File: src/core/cis_pkg.sv
package cis_pkg;
    // Vector and program counter geometry
    localparam int unsigned PC_W           = 16;
    localparam int unsigned VEC_STRIDE     = 2;
    localparam logic [15:0] APP_BASE       = 16'h0000;
    localparam logic [15:0] BOOT_BASE_DEF  = 16'h7000;
    localparam logic [15:0] SP_RESET       = 16'h10ff;
    // Timing counts, in clock cycles
    localparam int unsigned RESPONSE_CYC   = 5;
    localparam int unsigned WAKE_EXTRA_CYC = 5;
    localparam int unsigned RETURN_CYC     = 5;
    localparam int unsigned PC_BYTES       = 3;
    localparam logic [2:0]  CNT_RESET      = 3'h0;

    typedef enum logic [3:0] {
        CIS_RUN   = 4'h1,
        CIS_WAKE  = 4'h2,
        CIS_ENTRY = 4'h4,
        CIS_EXIT  = 4'h8
    } cis_state_t;
endpackage : cis_pkg

File: src/core/cis_sequencer.sv
`timescale 1ns/1ps
module cis_sequencer
    import cis_pkg::*;
#(
    parameter int unsigned N           = 8,
    parameter logic [N-1:0] LEVEL_TYPE = '0,
    parameter logic [15:0] BOOT_BASE   = BOOT_BASE_DEF
) (
    input  wire logic              clock,
    input  wire logic              resetn,
    input  wire logic [N-1:0]      source_event,
    input  wire logic [N-1:0]      source_enable,
    input  wire logic [N-1:0]      flag_clear_write,
    input  wire logic              global_enable_op,
    input  wire logic              global_disable_op,
    input  wire logic              return_from_handler_op,
    input  wire logic              status_write,
    input  wire logic              status_write_i,
    input  wire logic              instr_boundary,
    input  wire logic              sleeping,
    input  wire logic              vector_table_relocate,
    input  wire logic              boot_reset_vector_fuse,
    input  wire logic              app_section_lock_bit,
    input  wire logic              boot_section_lock_bit,
    input  wire logic [15:0]       current_pc,
    input  wire logic [15:0]       return_pc,
    output logic [N-1:0]           pending_flag,
    output logic                   global_enable,
    output logic                   core_stall,
    output logic                   pc_load,
    output logic [15:0]            pc_target,
    output logic [15:0]            reset_vector,
    output logic                   stack_write,
    output logic                   stack_read,
    output logic [7:0]             stack_byte,
    output logic [15:0]            stack_pointer,
    output logic                   taken,
    output logic [7:0]             taken_index
);
    // ******************************************************
    // Request gating
    // ******************************************************
    logic [N-1:0]  request;
    logic          arb_any;
    logic [7:0]    arb_index;
    logic [15:0]   arb_vector;
    logic          in_boot;
    logic          locked;
    logic          hold_one;
    logic          take;

    assign reset_vector = boot_reset_vector_fuse ? BOOT_BASE : APP_BASE;
    assign in_boot      = current_pc >= BOOT_BASE;
    assign locked       = (vector_table_relocate ? app_section_lock_bit && !in_boot
                                                 : boot_section_lock_bit && in_boot);
    assign request      = (LEVEL_TYPE & source_event | ~LEVEL_TYPE & pending_flag)
                          & source_enable;

    cis_arbiter #(.N(N)) u_arb (
        .request (request),
        .base    (vector_table_relocate ? BOOT_BASE : APP_BASE),
        .any     (arb_any),
        .index   (arb_index),
        .vector  (arb_vector)
    );

    cis_state_t    state;
    cis_state_t    next_state;
    logic [2:0]    count;
    logic [2:0]    next_count;
    logic [7:0]    cur_index;
    logic [7:0]    next_cur_index;
    logic [15:0]   cur_vector;
    logic [15:0]   next_cur_vector;
    logic [N-1:0]  next_pending_flag;
    logic          next_global_enable;
    logic          next_hold_one;
    logic [15:0]   next_stack_pointer;

    // boundary only, registered enable, live disable, one-instruction hold
    assign take = (state == CIS_RUN) && instr_boundary && arb_any && global_enable
                  && !global_disable_op && !hold_one && !locked
                  && !return_from_handler_op;

    // ******************************************************
    // Sequencer
    // ******************************************************
    always_comb begin
        next_state         = state;
        next_count         = count;
        next_cur_index     = cur_index;
        next_cur_vector    = cur_vector;
        next_global_enable = global_enable;
        next_hold_one      = hold_one;
        next_stack_pointer = stack_pointer;
        // Set wins over both clears: an event this cycle is never lost
        next_pending_flag  = pending_flag & ~flag_clear_write;
        pc_load            = 1'b0;
        pc_target          = cur_vector;
        stack_write        = 1'b0;
        stack_read         = 1'b0;
        stack_byte         = 8'h00;
        taken              = 1'b0;
        if (instr_boundary && hold_one)
            next_hold_one = 1'b0;
        if (status_write)
            next_global_enable = status_write_i;
        if (global_enable_op) begin
            next_global_enable = 1'b1;
            next_hold_one      = 1'b1;
        end
        if (global_disable_op)
            next_global_enable = 1'b0;
        unique case (state)
            CIS_RUN: begin
                if (take) begin
                    taken              = 1'b1;
                    next_cur_index     = arb_index;
                    next_cur_vector    = arb_vector;
                    next_global_enable = 1'b0;
                    if (!LEVEL_TYPE[arb_index[$clog2(N)-1:0]])
                        next_pending_flag[arb_index[$clog2(N)-1:0]] = 1'b0;
                    next_count = 3'(sleeping ? WAKE_EXTRA_CYC - 1 : RESPONSE_CYC - 1);
                    next_state = sleeping ? CIS_WAKE : CIS_ENTRY;
                end else if (return_from_handler_op && instr_boundary) begin
                    next_count = 3'(RETURN_CYC - 1);
                    next_state = CIS_EXIT;
                end
            end
            CIS_WAKE: begin
                next_count = count - 3'h1;
                if (count == CNT_RESET) begin
                    next_count = 3'(RESPONSE_CYC - 1);
                    next_state = CIS_ENTRY;
                end
            end
            CIS_ENTRY: begin
                next_count = count - 3'h1;
                if (count < 3'(PC_BYTES)) begin
                    stack_write        = 1'b1;
                    stack_byte         = count == 3'h2 ? 8'h00 : return_pc[8*count[0] +: 8];
                    next_stack_pointer = stack_pointer - 16'h1;
                end
                if (count == CNT_RESET) begin
                    pc_load    = 1'b1;
                    next_state = CIS_RUN;
                end
            end
            CIS_EXIT: begin
                next_count = count - 3'h1;
                if (count < 3'(PC_BYTES)) begin
                    stack_read         = 1'b1;
                    next_stack_pointer = stack_pointer + 16'h1;
                end
                if (count == CNT_RESET) begin
                    next_global_enable = 1'b1;
                    next_hold_one      = 1'b1;
                    next_state         = CIS_RUN;
                end
            end
            default: next_state = CIS_RUN;
        endcase
        next_pending_flag = next_pending_flag | (source_event & ~LEVEL_TYPE);
    end

    assign core_stall  = state != CIS_RUN;
    assign taken_index = cur_index;

    // single undivided clock, every register clocked each edge
    always_ff @(posedge clock or negedge resetn) begin
        if (!resetn) begin
            state         <= CIS_RUN;
            count         <= CNT_RESET;
            cur_index     <= 8'h00;
            cur_vector    <= APP_BASE;
            pending_flag  <= '0;
            global_enable <= 1'b0;
            hold_one      <= 1'b0;
            stack_pointer <= SP_RESET;
        end else begin
            state         <= next_state;
            count         <= next_count;
            cur_index     <= next_cur_index;
            cur_vector    <= next_cur_vector;
            pending_flag  <= next_pending_flag;
            global_enable <= next_global_enable;
            hold_one      <= next_hold_one;
            stack_pointer <= next_stack_pointer;
        end
    end

    // ******************************************************
    // Checks
    // ******************************************************
    property p_entry_clears_ie;
        @(posedge clock) disable iff (!resetn) taken |=> !global_enable;
    endproperty
    a_entry_clears_ie: assert property (p_entry_clears_ie) else $error("ie set after entry");

    property p_response_len;
        @(posedge clock) disable iff (!resetn)
            taken && !sleeping |-> ##5 pc_load;
    endproperty
    a_response_len: assert property (p_response_len) else $error("response not 5 cycles");

    property p_wake_len;
        @(posedge clock) disable iff (!resetn)
            taken && sleeping |=> !pc_load [*8] ##1 !pc_load ##1 pc_load;
    endproperty
    a_wake_len: assert property (p_wake_len) else $error("wake response not 10 cycles");

    property p_return_sets_ie;
        @(posedge clock) disable iff (!resetn)
            state == CIS_RUN && next_state == CIS_EXIT
            |-> ##5 state == CIS_EXIT ##1 global_enable && state == CIS_RUN;
    endproperty
    a_return_sets_ie: assert property (p_return_sets_ie) else $error("return sequence");

    property p_cli_blocks;
        @(posedge clock) disable iff (!resetn) global_disable_op |-> !taken;
    endproperty
    a_cli_blocks: assert property (p_cli_blocks) else $error("taken during disable op");

    property p_sei_delay;
        @(posedge clock) disable iff (!resetn)
            global_enable_op && !global_disable_op |=> !taken;
    endproperty
    a_sei_delay: assert property (p_sei_delay) else $error("taken right after enable");

    property p_needs_enable;
        @(posedge clock) disable iff (!resetn)
            taken |-> global_enable && source_enable[arb_index[$clog2(N)-1:0]];
    endproperty
    a_needs_enable: assert property (p_needs_enable) else $error("taken without enable");

    property p_flag_cleared;
        @(posedge clock) disable iff (!resetn)
            taken && !LEVEL_TYPE[arb_index[$clog2(N)-1:0]]
            && !source_event[arb_index[$clog2(N)-1:0]]
            |=> !pending_flag[cur_index[$clog2(N)-1:0]];
    endproperty
    a_flag_cleared: assert property (p_flag_cleared) else $error("flag not cleared");

    property p_three_pushes;
        @(posedge clock) disable iff (!resetn)
            taken && !sleeping |=> ##2 stack_write [*3];
    endproperty
    a_three_pushes: assert property (p_three_pushes) else $error("push count wrong");

    property p_return_pops;
        @(posedge clock) disable iff (!resetn)
            state == CIS_RUN && next_state == CIS_EXIT |=> ##2 stack_read [*3];
    endproperty
    a_return_pops: assert property (p_return_pops) else $error("pop count wrong");

    property p_ret_one_instr;
        @(posedge clock) disable iff (!resetn)
            state == CIS_EXIT && next_state == CIS_RUN |=> !taken;
    endproperty
    a_ret_one_instr: assert property (p_ret_one_instr) else $error("taken after return");

    property p_lock_blocks;
        @(posedge clock) disable iff (!resetn) locked |-> !taken;
    endproperty
    a_lock_blocks: assert property (p_lock_blocks) else $error("taken while locked");

    property p_level_no_flag;
        @(posedge clock) disable iff (!resetn) (pending_flag & LEVEL_TYPE) == '0;
    endproperty
    a_level_no_flag: assert property (p_level_no_flag) else $error("level source flagged");

    property p_push_dec;
        @(posedge clock) disable iff (!resetn)
            stack_write |=> stack_pointer == $past(stack_pointer) - 16'h1;
    endproperty
    a_push_dec: assert property (p_push_dec) else $error("push pointer step");

    property p_pop_inc;
        @(posedge clock) disable iff (!resetn)
            stack_read |=> stack_pointer == $past(stack_pointer) + 16'h1;
    endproperty
    a_pop_inc: assert property (p_pop_inc) else $error("pop pointer step");

    property p_stall_no_take;
        @(posedge clock) disable iff (!resetn) core_stall |-> !taken;
    endproperty
    a_stall_no_take: assert property (p_stall_no_take) else $error("taken while stalled");
endmodule : cis_sequencer

File: src/core/cis_arbiter.sv
`timescale 1ns/1ps
module cis_arbiter
    import cis_pkg::*;
#(
    parameter int unsigned N = 8
) (
    input  wire logic [N-1:0]    request,
    input  wire logic [15:0]     base,
    output logic                 any,
    output logic [7:0]           index,
    output logic [15:0]          vector
);
    // Lowest index wins; vector 0 is reset so sources start at slot 1
    always_comb begin
        any   = 1'b0;
        index = 8'h00;
        for (int i = N - 1; i >= 0; i--) begin
            if (request[i]) begin
                any   = 1'b1;
                index = 8'(i);
            end
        end
        vector = base + 16'((32'(index) + 32'd1) * VEC_STRIDE);
    end
endmodule : cis_arbiter

File: config.mk
export PLATFORM = sky130hd
export DESIGN_NAME = cis_sequencer
export DESIGN_NICKNAME = d
export VERILOG_FILES = /design/src/core/cis_pkg.sv /design/src/core/cis_sequencer.sv /design/src/core/cis_arbiter.sv
export SDC_FILE = /design/constraint.sdc
export NUM_CORES = 1
export LEC_CHECK = 0
export BUFFER_PORTS_ARGS = -buffer_cell sky130_fd_sc_hd__clkbuf_2
export CORE_UTILIZATION = 25
export DETAILED_ROUTE_END_ITERATION = 7
export SLEW_MARGIN = 40
export SYNTH_ARGS = -nofsm -noshare
export SYNTH_HDL_FRONTEND = slang
export SYNTH_SLANG_ARGS = --single-unit
File: constraint.sdc
create_clock -name clock -period 7.64 [get_ports clock]
set_clock_uncertainty 0.2 [all_clocks]
set_input_delay 0.764 -clock clock [delete_from_list [all_inputs] [get_ports clock]]
set_output_delay 0.764 -clock clock [all_outputs]
set_load 0.1 [all_outputs]
# After elaboration in Yosys (flattened, before gate mapping)
# Memory sizes are Yosys's and may differ from the RTL's.
# Cells that the tools add are included.
dict set report classes {
  n_addsub 5
  bitwise_logic 6
  mux 58
  reduce_logical 25
  n_eq_ne 11
  mul 0
  order_cmp 4
  div_mod_pow 0
  n_shift 1
}
# operator n
set ops {}
lappend ops {{8-bit two-way mux} 6}
lappend ops {{3-bit two-way mux} 12}
lappend ops {{16-bit two-way mux} 2}
lappend ops {{16-bit case mux with 2 select lines} 1}
lappend ops {{15-bit two-way mux} 2}
lappend ops {{1-bit two-way mux} 27}
lappend ops {{8-bit AND} 3}
lappend ops {{15-bit by 16-bit adder with 16-bit output} 1}
lappend ops {{16-bit by 1-bit adder with 16-bit output (second input constant)} 1}
lappend ops {{16-bit by 15-bit greater-or-equal comparator with 1-bit output (second input constant)} 1}
lappend ops {{4-bit two-way mux} 4}
lappend ops {{8-bit NOT} 2}
lappend ops {{16-bit by 5-bit variable part select with 8-bit output} 1}
lappend ops {{16-bit by 1-bit subtractor with 16-bit output (second input constant)} 1}
lappend ops {{1-bit logical AND} 12}
lappend ops {{4-bit case mux with 3 select lines} 1}
lappend ops {{3-bit case mux with 3 select lines} 1}
lappend ops {{8-bit bitwise OR} 1}
lappend ops {{2-bit != test (second input constant)} 3}
lappend ops {{3-bit AND reduction} 2}
lappend ops {{1-bit logical NOT} 5}
lappend ops {{3-bit by 1-bit adder with 4-bit output (second input constant)} 1}
lappend ops {{4-bit by 1-bit equality test with 1-bit output (second input constant)} 1}
lappend ops {{4-bit by 2-bit equality test with 1-bit output (second input constant)} 1}
lappend ops {{other kinds (17)} 18}
dict set report word_totals {
  latch_bits 0
  ff_bits 57
  memories 1
  word_cells 119
  ramBits 0
  romBits 8
  output_inout_bits 78
}
# memory depth word_bits rd rd_ports_with_merged_regs write_ports line
set memory_table {}
lappend memory_table {{(name not given)} 8 1 1 0 0 cis_sequencer.sv:121} ;# if (!LEVEL_TYPE[arb_index[$clog2(N)-1:0]])

# Logic depth before layout (Yosys ltp)
dict set report logic_depth {
  ltp_word 19
  depth_mapped 11
}

# Cells and area by module
# From an unflattened synthesis, not the netlist that was laid out.
dict set report hier_totals {
  cells_unflattened 429
  hier_area_um2 4124.0
}
# module area_each_um2 n_inst cells_per_inst seq_area_each_um2
set by_module_without_submodules {}
lappend by_module_without_submodules {cis_sequencer 3623.5 1 361 1438.9}
lappend by_module_without_submodules {cis_arbiter 500.5 1 68 0.0}

# Worst setup path before layout
# Ideal clock, no wire load.
dict set report synth_timing {
  kind {flip-flop to output port}
  start {register state[0]}
  end {output taken}
  stages_incl_launch_ff 6
  slack_ns 3.407
  required_ns 6.676
  arrival_ns 3.269
  cell_sequence {dfstp_2 > or4b_1 > buf_2 > nor4_1 > nand4_1 > a31oi_1}
}
dict set report synth_via {
  elab_chain_len 10
}
# item line
set synth_rtl {}
lappend synth_rtl {{start, declared} cis_sequencer.sv:67} ;# cis_state_t state;
lappend synth_rtl {{start signal, assigned} cis_sequencer.sv:181} ;# state <= next_state;
lappend synth_rtl {{4-bit by 1-bit equality test with 1-bit output *} {cis_sequencer.sv:81, cis_sequencer.sv:114}}
lappend synth_rtl {{1-bit logical AND (3 in a row)} cis_sequencer.sv:81} ;# assign take = (state == CIS_RUN) && instr_boundary && arb_any && global_enable
lappend synth_rtl {{1-bit logical AND (3 in a row)} cis_sequencer.sv:82} ;# && !global_disable_op && !hold_one && !locked
lappend synth_rtl {{1-bit logical AND} cis_sequencer.sv:83} ;# && !return_from_handler_op;
lappend synth_rtl {{1-bit two-way mux} cis_sequencer.sv:116} ;# if (take) begin
lappend synth_rtl {{1-bit two-way mux *} cis_sequencer.sv:114} ;# unique case (state)
lappend synth_rtl {{end, declared} cis_sequencer.sv:37} ;# output logic taken,
# Every way passes the cells marked *; elsewhere a longest branch is shown, timed or not.

# Worst setup path after layout
dict set report layout_timing {
  start {register state[1]}
  end {register stack_pointer[14]}
}
dict set report layout_via {
  elab_chain_len 3
}
# item line
set layout_rtl {}
lappend layout_rtl {{4-bit by 3-bit equality test with 1-bit output or 4-bit equality test (tied branches)} cis_sequencer.sv:114}
lappend layout_rtl {{2-bit != test (no line) or 2-bit nonzero test (tied branches)} --}
lappend layout_rtl {{3-bit AND reduction (no line)} --}
lappend layout_rtl {{end signal, assigned} cis_sequencer.sv:188} ;# stack_pointer <= next_stack_pointer;
lappend layout_rtl {{end, declared} cis_sequencer.sv:36} ;# output logic [15:0] stack_pointer,
# Parallel ways exist; a longest one is shown, timed or not.
# A chain may end at the register's enable or synchronous reset.

==> results.md <==
* Outcome: finished clean
* Cells on worst reg2reg path at 10
* Most common cell after layout, fill and taps aside: clkbuf_2
* Stages on worst setup path at 10
* Core area at 0.01221 mm²
* Worst-margin pin slew at 0.5676 ns
* Routability cong. at 0.7971
* Fin crit period at 3.657 ns
* Peak supply drop at 0.3106 mV
* RSZ-0062 raised after global routing: false
* Top FF cell, synth: dfrtp_1
* FF+latch count, synth at 41
* CTS Root Buffer Type: clkbuf_16
* Tot GR Track Use at 11.84%
* Reg area at 0.001039 mm²
* DIE HEIGHT at 115.1 µm
* Syn-to-layout area delta at 22.36%
* Setup crit start: state[1]$_DFFE_PN0P_
* CP dominant cell by count: a211o_1
* Antenna cells at 0
* Drt first pass iters at 4
* Setup TNS at 0 ns
* Wire per inst at 11.64 µm
* Leak pwr at 1.930 nW
* Routed WL at 7.400 mm
* # IOs at 147
* Num CTS Buffers at 5
* Sequential element share of the synthesized area at 32.50%
* Max-Cap Viols at 0
* Crit path cell chain: nor2_1 > and2_1 > inv_1 > fa_1 > a211o_1 > a211o_1 > a311o_1 > a2111oi_0 > nor3_1 > nand2_1
* Crit path buf inv count at 1
* Fillers at 1308
* CP Capture Type: register
* CTS tree: yes
* Placed cell area at 0.003734 mm²
* DR vias/cell at 4.517
* Number of distinct library cells after synthesis at 62
* # setup viols final at 0
* Share of layout cells above drive strength 1 at 28.85%
* Syn Inst Count at 372
* Flop-to-flop setup slack at 3.98 ns
* Die area at 0.01324 mm²
* Util after Layout at 32.02%
* Final net count at 555
* Initial antenna violation count at 0
* First-pass GRT wire length at 12.62 mm
* Slew Viols, Final at 0
* Die Span X at 115.1 µm
* CP max stage cell: fa_1
* Clk_lat worst skew at 0.29 ns
* FFs w/ async S/R, synth at 100.0%
* Dpl hpwl at 5.769 mm
* Antenna-violating nets left at 0
* Rel. slew slack at 62.16%
* Setup Crit Path Kind: register to register
* Worst setup SP type: register
* Period utilization at 47.87%
* CP required at 7.67 ns
* GRT Residual Overflow at 0
* Slowest Stage Delay on Critical Path at 0.55 ns
* # port buffers at 103
* Clk sink count at 41
* Vias in the first global route at 2741
* Clk slew on worst S/H paths at 0.06 ns
* # resized after CTS at 0
* Worst r2r src: state[1]$_DFFE_PN0P_
* Design Area, Final at 0.003910 mm²
* Largest delay share family, worst path: compound AO/OA/AOI/OAI gates
* Most frequent cells in the layout: clkbuf_2 (103), nand2_1 (53), dfrtp_1 (31)
* Hold Buf Count CTS at 0
* Clk buf depth at 2
* Critical path peak fanout at 15
* Multi-input logic area at 0.001909 mm²
* Hold_ws at 0.2770 ns
* DR iter-0 viols at 89
* Cell Area, Synth at 0.003196 mm²
* Largest net degree at the start of global routing at 42
* Synth Warn # at 0
* Worst Hold Class: register to register
* Starting Density at 26.17%
* PwrDens at 478.3 mW/mm²
* DRC at 0
* RR Endpoint: stack_pointer[14]$_DFFE_PN0P_
* End point of the critical path: stack_pointer[14]$_DFFE_PN0P_
* Syn Area/Cell at 8.590 µm²
* Post-synth EDFFs at 0
* # H-tree levels at 2
* Via count at 2873
* Final hold vios at 0
* Critical Path AT at 3.68 ns
* Fmax at 273.4 MHz
* Post-CTS Setup Bufs at 0
* Row cnt at 40
routing by layer:
metal	track usage (%)	vias to the layer above	routed length (µm)	part of all wire, %
met3	3.585	8	466	6.3
li1	-	1456	-	-
met2	19.80	88	3476	47
met1	14.73	1321	3389	46
met5	0	-	0	0
met4	3.290	0	68	0.92
worst min path at each step:
stage / startpoint / to / cells after the start
3_3_place_gp: taken_index[1]$_DFFE_PN0P_ / taken_index[1]$_DFFE_PN0P_ / 2
3_5_place_dp: stack_pointer[12]$_DFFE_PN1P_ / stack_pointer[12]$_DFFE_PN1P_ / 2
5_1_grt: stack_pointer[12]$_DFFE_PN1P_ / stack_pointer[12]$_DFFE_PN1P_ / 2
2_1_floorplan: resetn / count[0]$_DFFE_PN0P_ / 0
4_1_cts: stack_pointer[12]$_DFFE_PN1P_ / stack_pointer[12]$_DFFE_PN1P_ / 2
6_report: stack_pointer[12]$_DFFE_PN1P_ / stack_pointer[12]$_DFFE_PN1P_ / 2
synth_stat cells (4+ instances only):
| cell | instances | area share [%] |
|---|---|---|
| a21o_1 | 8 | 1.9 |
| a21oi_1 | 24 | 3.8 |
| a22oi_1 | 4 | 0.94 |
| a31o_1 | 6 | 1.6 |
| a31oi_1 | 6 | 1.2 |
| buf_4 | 32 | 7.5 |
| clkbuf_1 | 4 | 0.47 |
| dfrtp_1 | 31 | 24 |
| dfstp_2 | 10 | 8.2 |
| ha_1 | 18 | 7.0 |
| inv_1 | 12 | 1.4 |
| mux2i_1 | 8 | 2.5 |
| nand2_1 | 53 | 6.2 |
| nand2b_1 | 6 | 1.2 |
| nand3_1 | 9 | 1.4 |
| nor2_1 | 27 | 3.2 |
| nor2b_1 | 6 | 1.2 |
| nor3_1 | 7 | 1.1 |
| o211ai_1 | 4 | 0.94 |
| o21ai_0 | 13 | 2.0 |
| o21ai_1 | 4 | 0.63 |
| o21bai_1 | 4 | 0.94 |
| xnor2_1 | 7 | 1.9 |
| xor2_1 | 5 | 1.4 |
cells by family after synthesis:
logic type	Yosys count	synth area share, %
and+or+nand+nor	133	20.75
AOI/OAI and AO/OA	99	20.95
buffers and inverters	55	10.81
DFF	41	32.50
adders and majority gates	19	7.674
xor gates and xnor gates	12	3.289
muxes	12	3.915
other	1	0.1174
tightest hold or removal path, cell delays in order (launching register included):
cell and delay (ns):
dfstp_2 0.38, nand2_1 0.05, o21ai_1 0.05
layout make-up:
type / count / area share, %
well taps: 168 / 5.376
clock buffers: 6 / 3.552
clock inverters: 2 / 0.9600
flip-flops and latches: 41 / 26.56
repair buffers: 105 / 13.57
inverters: 12 / 1.152
multi-input cells: 302 / 48.83
state kept, by name (all words and copies together), names as in the netlist:
name	count
taken_index	3
pending_flag	8
state	4
global_enable	1
stack_pointer	16
count	3
hold_one	1
pc_target	5
per-stage QoR:
stage               worst slack (ns)  power, mW  std cells
floorplan                      3.407      1.455        398
global route                   3.725      2.010        636
global placement               4.060      1.608        628
finish                         3.983      1.870        636
CTS                            3.966      1.886        636
detailed placement             3.992      1.623        628
power breakdown:
part	switching (mW)	internal, mW	total [mW]
logic	0.897	0.341	1.24
clock network	0.0923	0.163	0.256
registers	0.0757	0.301	0.377
total	1.06	0.805	1.87
Power figures use the tool's default switching activity.
